`config.mk`:
```
export PLATFORM = sky130hd
export DESIGN_NAME = mrie_exec
export DESIGN_NICKNAME = d
export VERILOG_FILES = /design/src/mrie_pkg.sv /design/src/mrie_exec.sv
export SDC_FILE = /design/constraint.sdc
export NUM_CORES = 1
export LEC_CHECK = 0
export BUFFER_PORTS_ARGS = -buffer_cell sky130_fd_sc_hd__buf_4
export CORE_ASPECT_RATIO = 1.75
export CORE_MARGIN = 5
export CORE_UTILIZATION = 36
export DETAILED_ROUTE_END_ITERATION = 8
export PLACE_DENSITY = 0.7
export SLEW_MARGIN = 40
export SYNTH_ARGS = -nofsm -noshare
export SYNTH_HDL_FRONTEND = slang
export SYNTH_SLANG_ARGS = --single-unit
export TNS_END_PERCENT = 30
```
`constraint.sdc`:
```
create_clock -name I_CLOCK -period 2.1 [get_ports I_CLOCK]
set_input_delay 0.42 -clock I_CLOCK [delete_from_list [all_inputs] [get_ports I_CLOCK]]
set_output_delay 0.42 -clock I_CLOCK [all_outputs]
set_load 0.03 [all_outputs]
```
`src/mrie_pkg.sv`:
```
// constants for the move and return instruction executor
`default_nettype none
package mrie_pkg;
    // ==========================================================
    // widths
    localparam int DATA_W  = 8;
    localparam int FADDR_W = 7;
    localparam int PC_W    = 13;
    localparam int INSTR_W = 14;
    // ==========================================================
    // opcode patterns (14-bit words)
    localparam logic [13:0] OP_NOP      = 14'h0000;
    localparam logic [13:0] OP_RETURN   = 14'h0008;
    localparam logic [13:0] OP_RETIRQ   = 14'h0009;
    localparam logic [5:0]  OP_MOVE_FILE_HI = 6'h08;
    localparam logic [6:0]  OP_STORE_ACC_HI = 7'h01;
    // literal forms: bits 9:8 are don't-care
    localparam logic [3:0]  OP_LOAD_LIT_HI  = 4'hc;
    localparam logic [3:0]  OP_RET_LIT_HI   = 4'hd;
    // ==========================================================
    // field positions
    localparam int DEST_BIT   = 7;
    localparam int IRQ_EN_BIT = 7;
    localparam int OPC_MSB    = 13;
    localparam int MOVE_LSB   = 8;
    localparam int STORE_LSB  = 7;
    localparam int LIT_OP_LSB = 10;
    localparam int FADDR_MSB  = 6;
    localparam int LIT_MSB    = 7;
    localparam logic [6:0]      FADDR_RST = 7'h00;
    localparam logic [PC_W-1:0] PC_STEP = 13'h0001;
    localparam logic [PC_W-1:0] PC_RST  = 13'h0000;
    localparam logic [7:0]      ZERO8   = 8'h00;
    localparam logic [7:0]      IRQ_RST = 8'h00;
endpackage
`default_nettype wire

```
`src/mrie_exec.sv`:
```
// executor for moves, literal load, no-op and the three returns
`default_nettype none
// Behaviour
// - a register move copies file reg 0..127 to acc, or back to it if d=1.
// - a register move sets the zero flag from the moved value.
// - an acc store writes acc to file reg 0..127 in one cycle, flags kept.
// - a literal load sets acc to its 8-bit value in one cycle, flags kept.
// - unused literal-load bits encode as zero; the decoder ignores them.
// - irq return pops the stack into pc and sets irq enable bit 7.
// - irq return is one word, takes two cycles and keeps all flags.
// - literal return: value to acc, stack top to pc, flags kept.
// - literal return is one word taking two cycles.
// - subroutine return pops stack to pc in two cycles; acc, flags kept.
module mrie_exec (
    // clock and reset
    input  wire logic        I_CLOCK,
    input  wire logic        I_RST,
    // instruction from decoder
    input  wire logic        I_VALID,
    input  wire logic [13:0] I_INSTR,
    // file register read data and stack top
    input  wire logic [7:0]  I_FILE_RDATA,
    input  wire logic [12:0] I_STACK_TOP,
    // file register write
    output logic             O_FILE_WE,
    output logic [6:0]       O_FILE_ADDR,
    output logic [7:0]       O_FILE_WDATA,
    // core state
    output logic [7:0]       O_ACC,
    output logic             O_ZERO,
    output logic [7:0]       O_IRQ_CTRL,
    output logic [12:0]      O_PC,
    output logic             O_STACK_POP,
    output logic             O_FETCH_DISCARD,
    output logic             O_BUSY
);
    // ==========================================================
    // decode
    typedef enum logic [1:0] {
        MRIE_RUN  = 2'b01,
        MRIE_SLOT = 2'b10
    } mrie_state_e;

    mrie_state_e state_q;
    mrie_state_e state_d;

    // both literal forms share one 4-bit prefix test
    function automatic logic lit_form(input logic [13:0] w,
                                      input logic [3:0]  hi);
        return w[mrie_pkg::OPC_MSB:mrie_pkg::LIT_OP_LSB] == hi;
    endfunction

    wire logic take    = I_VALID && (state_q == MRIE_RUN);
    wire logic is_nop  = I_INSTR == mrie_pkg::OP_NOP;
    wire logic is_ret  = I_INSTR == mrie_pkg::OP_RETURN;
    wire logic is_rirq = I_INSTR == mrie_pkg::OP_RETIRQ;
    wire logic is_move = I_INSTR[mrie_pkg::OPC_MSB:mrie_pkg::MOVE_LSB]
                       == mrie_pkg::OP_MOVE_FILE_HI;
    wire logic is_mvwf = I_INSTR[mrie_pkg::OPC_MSB:mrie_pkg::STORE_LSB]
                       == mrie_pkg::OP_STORE_ACC_HI;
    // bits 9:8 left out on purpose, so any filler there still decodes
    wire logic is_lit  = lit_form(I_INSTR, mrie_pkg::OP_LOAD_LIT_HI);
    wire logic is_retl = lit_form(I_INSTR, mrie_pkg::OP_RET_LIT_HI);
    wire logic dest_f  = I_INSTR[mrie_pkg::DEST_BIT];
    wire logic [6:0] faddr = I_INSTR[mrie_pkg::FADDR_MSB:0];
    wire logic [7:0] lit   = I_INSTR[mrie_pkg::LIT_MSB:0];
    wire logic is_pop  = is_ret || is_rirq || is_retl;

    logic [7:0]  acc_q;
    logic        zero_q;
    logic [7:0]  irq_q;
    logic [12:0] pc_q;
    logic        we_q;
    logic [6:0]  waddr_q;
    logic [7:0]  wdata_q;
    logic        pop_q;
    logic        disc_q;
    logic        busy_q;

    // ==========================================================
    // sequencing: returns take a second, discarded slot
    always_comb begin
        state_d = state_q;
        case (state_q)
            MRIE_RUN:  if (take && is_pop) state_d = MRIE_SLOT;
            MRIE_SLOT: state_d = MRIE_RUN;
            default:   state_d = MRIE_RUN;
        endcase
    end

    always_ff @(posedge I_CLOCK) begin
        if (I_RST) begin
            state_q <= MRIE_RUN;
            pop_q   <= 1'b0;
            disc_q  <= 1'b0;
            busy_q  <= 1'b0;
            pc_q    <= mrie_pkg::PC_RST;
        end else begin
            state_q <= state_d;
            pop_q   <= take && is_pop;
            disc_q  <= take && is_pop;
            busy_q  <= take && is_pop;
            if (take && is_pop)
                pc_q <= I_STACK_TOP;
            else if (take)
                pc_q <= pc_q + mrie_pkg::PC_STEP;
        end
    end

    // ==========================================================
    // accumulator, zero flag, interrupt control
    always_ff @(posedge I_CLOCK) begin
        if (I_RST) begin
            acc_q  <= mrie_pkg::ZERO8;
            zero_q <= 1'b0;
            irq_q  <= mrie_pkg::IRQ_RST;
        end else if (take) begin
            if (is_move && !dest_f)
                acc_q <= I_FILE_RDATA;
            if (is_lit || is_retl)
                acc_q <= lit;
            if (is_move)
                zero_q <= I_FILE_RDATA == mrie_pkg::ZERO8;
            if (is_rirq)
                irq_q[mrie_pkg::IRQ_EN_BIT] <= 1'b1;
        end
    end

    // ==========================================================
    // file register write port
    always_ff @(posedge I_CLOCK) begin
        if (I_RST) begin
            we_q    <= 1'b0;
            waddr_q <= mrie_pkg::FADDR_RST;
            wdata_q <= mrie_pkg::ZERO8;
        end else begin
            we_q    <= take && (is_mvwf || (is_move && dest_f));
            waddr_q <= faddr;
            wdata_q <= is_mvwf ? acc_q : I_FILE_RDATA;
        end
    end

    assign O_FILE_WE       = we_q;
    assign O_FILE_ADDR     = waddr_q;
    assign O_FILE_WDATA    = wdata_q;
    assign O_ACC           = acc_q;
    assign O_ZERO          = zero_q;
    assign O_IRQ_CTRL      = irq_q;
    assign O_PC            = pc_q;
    assign O_STACK_POP     = pop_q;
    assign O_FETCH_DISCARD = disc_q;
    assign O_BUSY          = busy_q;

    // ==========================================================
    // checks
    chk_ret_slot: assert property (
        @(posedge I_CLOCK) disable iff (I_RST)
        take && is_pop |=> O_BUSY && O_FETCH_DISCARD ##1 !O_BUSY)
        else $error("return did not take two cycles");

    chk_ret_pc: assert property (
        @(posedge I_CLOCK) disable iff (I_RST)
        take && is_pop |=> O_PC == $past(I_STACK_TOP))
        else $error("pc not loaded from stack top");

    chk_irq_en_set: assert property (
        @(posedge I_CLOCK) disable iff (I_RST)
        take && is_rirq |=> O_IRQ_CTRL[mrie_pkg::IRQ_EN_BIT])
        else $error("interrupt enable not set");

    chk_zero_move: assert property (
        @(posedge I_CLOCK) disable iff (I_RST)
        take && is_move
            |=> O_ZERO == ($past(I_FILE_RDATA) == mrie_pkg::ZERO8))
        else $error("zero flag wrong after move");

    chk_flags_kept: assert property (
        @(posedge I_CLOCK) disable iff (I_RST)
        take && !is_move |=> $stable(O_ZERO))
        else $error("flag changed");

    chk_lit_load: assert property (
        @(posedge I_CLOCK) disable iff (I_RST)
        take && (is_lit || is_retl) |=> O_ACC == $past(lit))
        else $error("literal not loaded");

    chk_store_acc: assert property (
        @(posedge I_CLOCK) disable iff (I_RST)
        take && is_mvwf |=> O_FILE_WE && O_FILE_WDATA == $past(acc_q))
        else $error("store of accumulator wrong");

    chk_nop_step: assert property (
        @(posedge I_CLOCK) disable iff (I_RST)
        take && is_nop
            |=> O_PC == $past(pc_q) + mrie_pkg::PC_STEP && $stable(O_ACC))
        else $error("no-op changed state");

    chk_ret_acc: assert property (
        @(posedge I_CLOCK) disable iff (I_RST)
        take && is_ret |=> $stable(O_ACC))
        else $error("return changed accumulator");

    chk_move_acc: assert property (
        @(posedge I_CLOCK) disable iff (I_RST)
        take && is_move && !dest_f |=> O_ACC == $past(I_FILE_RDATA))
        else $error("move did not load accumulator");

    chk_slot_hold: assert property (
        @(posedge I_CLOCK) disable iff (I_RST)
        O_BUSY |=> $stable(O_PC) && $stable(O_ACC))
        else $error("state moved during discarded slot");

    // ==========================================================
    // covers
    cov_irq_return: cover property (@(posedge I_CLOCK) take && is_rirq);
    cov_lit_return: cover property (@(posedge I_CLOCK) take && is_retl);
    cov_zero_test:  cover property (@(posedge I_CLOCK)
        take && is_move && dest_f && I_FILE_RDATA == mrie_pkg::ZERO8);
    cov_busy_drop:  cover property (@(posedge I_CLOCK) O_BUSY && I_VALID);
endmodule
`default_nettype wire

```
======== Word-level counts from Yosys, hierarchy flattened ========
Index checks and enable logic that the tools add are counted.
storage, ports and cells
  flip-flop bits (word level) ............. 42
  bits of input ports ..................... 38
  output and inout bits ................... 49
  logic and storage cells ................. 40
cells by class
  add/subtract/negate cells ............... 1
  equality and inequality tests ........... 7
  mux-type cells .......................... 5
  bitwise gates (word level) .............. 1
  reductions and logical operators ........ 17
operators with widths
  operator               number
  $eq 14x4->1 const B    2
  $mux 13                2
  $mux 8                 3
  $add 13x1->13 const B  1
  $eq 4x4->1 const B     2
  $logic_not 8->1        1
  $eq 7x1->1 const B     1
  $eq 6x4->1 const B     1
  $reduce_and 2->1       3
  $logic_and 1x1->1      5
  $logic_or 1x1->1       4
  $reduce_bool 2->1      2
  $eq 2x1->1 const B     1
  $reduce_or 2->1        1
  $logic_not 1->1        1
  $not 1->1              1

======== Longest topological paths before layout ========
Gate-level depths: netlist of the first run.
  depth in word-level cells ............... 5
  depth in mapped cells ................... 7
  depth with buffers taken out ............ 6

======== Worst setup path after synthesis of the first run ========
Ideal clock, no wire load.
  path type ............................... input port to flip-flop
  start point ............................. input port I_INSTR[9]
  end point ............................... register pc_q[6] (netlist: O_PC[6])
  setup time .............................. 0.134 ns
  data arrival time ....................... 2.063 ns
  data required time ...................... 1.966 ns
  setup slack ............................. -0.097 ns
  stages on the path ...................... 7
  buffers on the path ..................... 2
  cells stage by stage .................... or4_4 or4_4 and2_1 buf_6 buf_6 o21ai_0 a31oi_1
between the ends
  longest elaborated chain between the ends .. 5
  elaborated cells between the ends (all ways) .. 7
  classes of those cells .................. 2 x eq/ne; 1 x mux; 4 x reduce/logical
RTL lines
  item                                                 line                              RTL
  start, declared                                      mrie_exec.sv:20                   input wire logic [13:0] I_INSTR,
  $eq 14x4->1 (on tied branches)                       mrie_exec.sv:55, mrie_exec.sv:56
  $logic_or 1x1->1 (*) (2 in series)                   mrie_exec.sv:67                   wire logic is_pop = is_ret || is_rirq || is_retl;
  $logic_and 1x1->1 (*)                                mrie_exec.sv:103                  if (take && is_pop)
  $mux 13 / $reduce_bool 2->1 (equally long branches)  -
  end signal, assigned                                 mrie_exec.sv:97                   pc_q <= mrie_pkg::PC_RST;
  end signal, assigned                                 mrie_exec.sv:106                  pc_q <= pc_q + mrie_pkg::PC_STEP;
  end, declared                                        mrie_exec.sv:72                   logic [12:0] pc_q;
Every way passes the cells marked *; elsewhere a longest branch is shown, timed or not.
A chain may end at the register's enable or synchronous reset.

======== Worst setup path in the final report of the first run ========
  start point ............................. input port I_INSTR[9]
  end point ............................... register acc_q[2] (netlist: O_ACC[2])
between the ends
  longest elaborated chain between the ends .. 4
RTL lines
  item                         line              RTL
  $eq 6x4->1                   mrie_exec.sv:58   == mrie_pkg::OP_MOVE_FILE_HI;
  $logic_and 1x1->1            mrie_exec.sv:118  if (is_move && !dest_f)
  $reduce_bool 2->1 (no line)  -
  $reduce_and 2->1 (no line)   -
  end signal, assigned         mrie_exec.sv:114  acc_q <= mrie_pkg::ZERO8;
  end signal, assigned         mrie_exec.sv:121  acc_q <= lit;
  end, declared                mrie_exec.sv:69   logic [7:0] acc_q;
No other way between the ends.

==> results of run 1 <==
==> kinds of logic (layout without fill, tap and decap cells) <==
| logic type | Yosys count | count (layout) | synth area share |
|---|---|---|---|
| adder cells (fa/ha/maj) | 1 | 1 | 0.00619 |
| multiplexers | 17 | 17 | 0.0843 |
| AO/OA/AOI/OAI | 40 | 40 | 0.145 |
| AND/OR/NAND/NOR | 94 | 94 | 0.265 |
| XOR/XNOR | 1 | 1 | 0.00434 |
| flip-flops | 42 | 42 | 0.416 |
| buffers and inverters | 25 | 110 | 0.0768 |
| other | 1 | 7 | 0.00186 |
==> sequential cells by signal (all words and copies together) (netlist names) <==
register,count
O_PC,13
O_ACC,8
O_FILE_WDATA,8
O_FILE_ADDR,7
state_q,2
O_BUSY,1
O_FILE_WE,1
O_IRQ_CTRL,1
O_ZERO,1
==> synth_stat cells, types with 5 or more instances <==
| cell | count | area, um2 |
|---|---|---|
| o21ai_0 | 6 | 30.0 |
| a31oi_1 | 9 | 56.3 |
| clkbuf_1 | 5 | 18.8 |
| nor2b_1 | 8 | 50.1 |
| nor2_1 | 22 | 82.6 |
| buf_4 | 9 | 67.6 |
| nand2_1 | 14 | 52.6 |
| nor3_1 | 5 | 25.0 |
| or4_1 | 6 | 45.0 |
| nand3_1 | 10 | 50.1 |
| mux2i_1 | 17 | 170 |
| a211oi_1 | 6 | 45.0 |
| nor4_1 | 7 | 43.8 |
| dfxtp_1 | 42 | 841 |
==> placed cells by master, fill, tap and decap left out, drive strengths merged <==
master | Yosys | final
a211oi | 9 | 9
a21oi | 5 | 5
a22oi | 2 | 2
a2bb2oi | 3 | 3
a311o | 1 | 1
a31oi | 9 | 9
and2 | 1 | 1
and3 | 2 | 2
and3b | 1 | 1
and4 | 2 | 2
buf | 16 | 99
bufinv | 0 | 1
clkbuf | 5 | 6
conb | 1 | 7
dfxtp | 42 | 42
ha | 1 | 1
inv | 4 | 4
mux2i | 17 | 17
nand2 | 15 | 15
nand3 | 10 | 10
nand3b | 2 | 2
nand4 | 3 | 3
nor2 | 22 | 22
nor2b | 8 | 8
nor3 | 6 | 6
nor3b | 2 | 2
nor4 | 7 | 7
nor4b | 1 | 1
o211ai | 1 | 1
o21a | 3 | 3
o21ai | 6 | 6
o22ai | 1 | 1
or2 | 1 | 1
or4 | 8 | 8
or4b | 2 | 2
or4bb | 1 | 1
xor2 | 1 | 1
==> power groups by stage <==
stage / logic [mW] / clock network [mW] / registers [mW]
final: 0.337 / 0.654 / 0.849
after global placement: 0.336 / 0 / 0.866
after floorplan: 0.124 / 0 / 0.928
after global routing: 0.360 / 0.703 / 0.853
after detailed placement: 0.339 / 0 / 0.867
after CTS: 0.340 / 0.673 / 0.849
==> how the worst min path moves through the flow <==
stage                              from             end  slack (ns)  cells past startpoint
final                        I_INSTR[0]  O_FILE_ADDR[0]        0.36                      2
after global routing         I_INSTR[0]  O_FILE_ADDR[0]        0.37                      2
after CTS                    I_INSTR[0]  O_FILE_ADDR[0]        0.35                      2
after detailed placement  O_IRQ_CTRL[7]   O_IRQ_CTRL[7]        0.46                      2
after global placement    O_IRQ_CTRL[7]   O_IRQ_CTRL[7]        0.45                      2
after floorplan              I_INSTR[0]  O_FILE_ADDR[0]        0.55                      1
==> routing by layer <==
layer,wire length (um),part of all wire,vias to the layer above
met5,0,0,-
met4,95,0.016,0
met3,434,0.073,5
met2,3180,0.53,65
met1,2270,0.38,899
li1,-,-,975
==> metrics by stage <==
stage / TNS [ns] / area [um2] / setup slack, ns / instances / utilization
3_3_place_gp: -3.11 / 2770 / -0.174 / 381 / 0.505
3_5_place_dp: -3.74 / 2770 / -0.213 / 381 / 0.505
6_report: 0 / 2890 / 0.0849 / 388 / 0.525
5_1_grt: 0 / 2890 / 0.0167 / 388 / 0.525
4_1_cts: 0 / 2890 / 0.103 / 388 / 0.525
2_1_floorplan: -1.01 / 2040 / -0.0891 / 227 / -
==> layout make-up <==
type,count,area share
tap,76,0.0329
timing repair buffer,99,0.266
clock buffer,6,0.0286
sequential,42,0.291
clock inverter,1,0.0104
inverter,4,0.00520
multi-input combinational,160,0.365
==> metrics, run 1 <==
FF/Latch Area=841 um2; antenna cells=0; Most Used Layer, Global Route=met2; layout cell share with drive strength beyond 1=0.381; Power, Total=1.84 mW; WP data arrival=2.23 ns; crit-path cells=buf_4, or4_4, or4b_4, a21oi_4, buf_12, nor2_1, a211oi_1; Detailed Place HPWL=4560 um; ratio of final minimum period to clock period=0.960; FMAX=496 MHz; met3 usage=0.0423; CP endpoint=O_ACC[2]; yosys warns=0; Mapped Cells=221; H-Tree Depth=2; root cell of the clock tree=clkbuf_8; Period minus WS final=2.02 ns; antenna violations before repair=0; die width=66.6 um; combinational power share=0.183; DR vias=1944; Crit path max-delay family=simple AND/OR/NAND/NOR gates; number of remaining DRC errors=0; worst r2r dst=O_PC[10]; clock sinks=42; I/O Pins=87; sequential share of power=0.461; worst-path maximum fanout=16; Primary FF master, synth=dfxtp_1; Fin. Hold Viols=0; Detailed Route WL=5980 um; Worst R2R Start=O_PC[1]; NumNets Final=351; core area=5500 um2; wire per inst=15.4 um; first-pass GRT wire length=9290 um; Overall Global Routing Usage=0.168; CP Data Required Time=2.31 ns; CP Class=in2reg; RSZ-0062 raised after global routing=false; distinct cell type count after synthesis=45; Int Power=1.35 mW; Max stage delay cell, worst path=or4_4; I/O Buffers=79; global placer's final weighted congestion=0.816; Pleak=1.24 nW; CP Depth=7; Final ANT Viol Nets=0; Post-synth EDFFs=0; critical path endpoint category=flip-flop; clock network power share=0.355; vias in the first global route=1893; Psw=0.486 mW; worst setup path start=I_INSTR[9]; # rows=36; Worst-Skew Late Latency=0.30 ns; FF-to-FF path depth=6; die area=7270 um2; Clock transition at path regs=0.08 ns; pin count of the biggest net entering global routing=40; cts hold-fix bufs=0; Iter 0 DRT Violations=137; Pwr per Cell Area=637 nW/um2; status=complete, no violations; area of the multi-input gates=1050 um2; post-cts repair resize count=0; Fillers=542; WP buf/inv=2; Mapped Area=2020 um2; Clock Tree Buf Depth=2; max incr delay on CP=0.55 ns; post-synthesis sequential area ratio=0.416; Min-Delay Path Class=in2reg; final setup vio count=0; met1 Use GR=0.178; Die Height=109 um; CTS tree=yes; #FFs+latches synth=42; Clock Skews=0.00871 ns; Post-CTS Setup Inserts=0; Max VDD drop=280 uV; Final Max Tran Viols=0; FF-to-FF setup slack=0.12 ns; ys async rst share=0; Initial Util=0.367; cts bufs inserted=5; Post-Syn Area per Cell=9.14 um2; gr ovfl total=0; Pre-antenna DRT Iters=4; switch share=0.264; Synth-to-Final Area Change=42.9%; M2 GR Usage=0.309; DR vias/cell=5.01; max cap viols=0; final hold slack=0.363 ns; crit path launch type=primary input
(Power assumes the default switching activity.)
==> run 2: changes to the inputs <==
--- a/config.mk
+++ b/config.mk
@@ -5,12 +5,14 @@
 export SDC_FILE = /design/constraint.sdc
 export NUM_CORES = 1
 export LEC_CHECK = 0
+export ABC_AREA = 1
 export BUFFER_PORTS_ARGS = -buffer_cell sky130_fd_sc_hd__buf_4
 export CORE_ASPECT_RATIO = 1.75
 export CORE_MARGIN = 5
 export CORE_UTILIZATION = 36
 export DETAILED_ROUTE_END_ITERATION = 8
-export PLACE_DENSITY = 0.7
+export GPL_TIMING_DRIVEN = 0
+export PLACE_DENSITY = 0.69
 export SLEW_MARGIN = 40
 export SYNTH_ARGS = -nofsm -noshare
 export SYNTH_HDL_FRONTEND = slang
==> constraint.sdc (replaced) <==
create_clock -name I_CLOCK -period 2.1 [get_ports I_CLOCK]
set_input_delay 0.105 -clock I_CLOCK [delete_from_list [all_inputs] [get_ports I_CLOCK]]
set_output_delay 0.105 -clock I_CLOCK [all_outputs]
set_load 0.03 [all_outputs]
==> run 2 against run 1 <==
  * Sequential share of layout area is 1.0 points lower
  * Sequential power about the same
  * Routed wire length up 1.3%
  * Area after synthesis is 7.7% higher
  * Register-to-register slack better by 0.43 ns
  * Count of clock-buffer cells in the layout decreased by 1
  * Total power decreased by 0.47%
  * Critical path type is now reg2reg
  * Clock skew decreased by 0.0044 ns
  * Sequential cell count unchanged
  * Critical path depth grew 2
==> metrics, run 2 <==
vias in the first global route=2149 (was 1893); Worst R2R Start=O_PC[0] (was O_PC[1]); H-Tree Depth=2 (unchanged); post-synth top area share=0.387 (was 0.416); # rows=37 (was 36); I/O Buffers=78 (was 79); Iter 0 DRT Violations=100 (was 137); Fillers=599 (was 542); Hold Crit Start=I_INSTR[5] (was I_INSTR[0]); max reg flops=13 (unchanged); post-synthesis sequential area ratio=0.387 (was 0.416); CP Data Required Time=2.27 ns (was 2.31 ns); Final Max Tran Viols=0 (unchanged); root cell of the clock tree=clkbuf_8 (unchanged); cts hold-fix bufs=0 (unchanged); ratio of final minimum period to clock period=0.737 (was 0.960); final hold slack=0.0364 ns (was 0.363 ns); Max stage delay cell, worst path=dfxtp_1 (was or4_4); mux contribution to synthesized area=0 (was 0.0843); first-pass GRT wire length=9430 um (was 9290 um); dpl cells=471 (was 381); Period minus WS final=1.55 ns (was 2.02 ns); Clock transition at path regs=0.09 ns (was 0.08 ns); Overall Global Routing Usage=0.158 (was 0.168); I/O Pins=87 (unchanged); Clock Skews=0.00426 ns (was 0.00871 ns); cts bufs inserted=5 (unchanged); die width=68.8 um (was 66.6 um); Design Area, Final=2990 um2 (was 2890 um2); Pre-antenna DRT Iters=4 (unchanged); post-route setup TNS=0 ns (unchanged); Pwr per Cell Area=612 nW/um2 (was 637 nW/um2); compound-gate portion of the synthesized area=0.146 (was 0.145); number of remaining DRC errors=0 (unchanged); commonest non-fill, non-tap cell in the layout=buf_4 (unchanged); core area=5880 um2 (was 5500 um2); RSZ-0062 raised after global routing=false (unchanged); max cap viols=0 (unchanged); CTS tree=yes (unchanged); Detailed Route WL=6060 um (was 5980 um); count leader, synth=nand2_1 (was dfxtp_1); most instantiated cells after synthesis=nand2_1, nor2_1, dfxtp_1 (was dfxtp_1, nor2_1, mux2i_1); xor and xnor area share after synthesis=0.0322 (was 0.00434); Mapped Area=2170 um2 (was 2020 um2); Crit path max-delay family=simple AND/OR/NAND/NOR gates (unchanged); ys async rst share=0 (unchanged); post-cts repair resize count=0 (unchanged); Finished Layout Cells=479 (was 388); critical path endpoint category=flip-flop (unchanged); Area contributors post-synth=dfxtp_1, nand2_1, nor2_1, o21ai_0, inv_1 (was dfxtp_1, mux2i_1, nor2_1, buf_4, a31oi_1); layout cell share with drive strength beyond 1=0.339 (was 0.381); most frequent cells in the layout=buf_4, nand2_1, nor2_1 (was buf_4, dfxtp_1, nor2_1); main combinational cell family by area after synthesis=simple AND/OR/NAND/NOR gates (unchanged); Final ANT Viol Nets=0 (unchanged); pin count of the biggest net entering global routing=15 (was 40); Max VDD drop=299 uV (was 280 uV); DR vias/cell=4.61 (was 5.01); Worst-Skew Late Latency=0.29 ns (was 0.30 ns); Clock Tree Buf Depth=2 (unchanged); die area=7760 um2 (was 7270 um2); Mapped Cells=309 (was 221); DP Area=2880 um2 (was 2770 um2); max incr delay on CP=0.45 ns (was 0.55 ns); Initial Util=0.370 (was 0.367); DR vias=2207 (was 1944); cell accounting for the most synthesized area=dfxtp_1 (unchanged); CP Class=reg2reg (was in2reg); wire per inst=12.6 um (was 15.4 um); final setup vio count=0 (unchanged); antenna cells=0 (unchanged); Post-CTS Setup Inserts=0 (unchanged); Post-synth EDFFs=0 (unchanged); clock sinks=42 (unchanged); simple-gate share of the synthesized area=0.318 (was 0.265); Post-Synth Adder-Cell Area=0.00575 (was 0.00620); Die Height=113 um (was 109 um); Synth-to-Final Area Change=37.7% (was 42.9%); Post-Syn Area per Cell=7.04 um2 (was 9.14 um2); pre-CTS setup slack=0.551 ns (was -0.213 ns); Fin. Hold Viols=0 (unchanged); gr ovfl total=0 (unchanged); yosys warns=0 (unchanged); crit-path cells=ha_1, nand3_2, inv_2, nand2_1, nor2_2, xnor2_1, nand2_1, nand2_1, a21oi_2 (was buf_4, or4_4, or4b_4, a21oi_4, buf_12, nor2_1, a211oi_1); crit path launch type=flip-flop (was primary input); final setup margin=0.552 ns (was 0.0849 ns); distinct cell type count after synthesis=32 (was 45); global placer's final weighted congestion=0.783 (was 0.816); antenna violations before repair=0 (unchanged); crit-path most repeated cell=nand2_1; status=complete, no violations (unchanged); WP buf/inv=1 (was 2); worst setup path start=O_PC[0] (was I_INSTR[9]); Pleak=1.47 nW (was 1.24 nW); Min-Delay Path Class=in2reg (unchanged); WP data arrival=1.72 ns (was 2.23 ns); Primary FF master, synth=dfxtp_1 (unchanged); worst-path maximum fanout=6 (was 16); NumNets Final=439 (was 351); FMAX=646 MHz (was 496 MHz); Detailed Place HPWL=4960 um (was 4560 um); #FFs+latches synth=42 (unchanged)
-- run 2: cell count changes after synthesis, sizes merged, moves of 5 or more --
cell and delta:
a31oi -9, nor4 -5, a211oi -8, a21oi +23, nor2 +41, mux2i -17
inv +29, nand2 +50, nor2b -8, or4 -8, o21ai +21
-- run 2: worst register-to-register path: cells and delay by family, from the launching register on --
kind,cells,cell delay (ns)
buffers and inverters,1,0.09
AOI/OAI and AO/OA,1,0.05
and+or+nand+nor,5,0.48
adders and majority gates,1,0.24
DFF,1,0.45
xor gates and xnor gates,1,0.12
-- run 2: path summary, 6_finish.rpt --
kind                         end  slack (ns)  cells past startpoint
setup reg to reg        O_PC[10]        0.55                      9
hold / removal    O_FILE_ADDR[5]        0.04                      3
setup / recovery        O_PC[10]        0.55                      9
hold reg to reg    O_IRQ_CTRL[7]        0.47                      2
-- run 2: cell type report --
type                            instances  area [um2]  area share
Timing Repair Buffer                   78         586       0.196
Buffer                                 17         113      0.0376
Tap cell                               78        97.6      0.0326
Inverter                               34         128      0.0426
Multi-Input combinational cell        222        1120       0.373
Clock inverter                          3        45.0      0.0150
Sequential cell                        42         841       0.281
Clock buffer                            5        68.8      0.0230
-- run 2: stage by stage --
stage	utilization	power, mW
4_1_cts	0.509	1.85
3_3_place_gp	0.490	1.20
3_5_place_dp	0.490	1.20
2_1_floorplan	-	1.06
6_report	0.509	1.83
5_1_grt	0.509	1.91
-- run 2: kinds of logic (layout without fill, tap and decap cells) --
kind of cell	Yosys count	in the layout
xor+xnor	8	8
simple gates	150	150
compound gates	56	56
buf+inv	51	137
other cells	1	7
flops	42	42
fa+ha+maj	1	1
-- run 2: per-layer routing --
metal  vias to the layer above  GRT usage  part of all wire
met5                         -          0                 0
li1                       1144          -                 -
met3                         8     0.0377             0.078
met2                        68      0.313              0.57
met4                         0     0.0547             0.014
met1                       987      0.145              0.34
-- run 2: power breakdown --
part	switching, mW	internal (mW)
registers	0.0214	0.826
clock network	0.298	0.354
logic	0.198	0.134
total	0.517	1.31
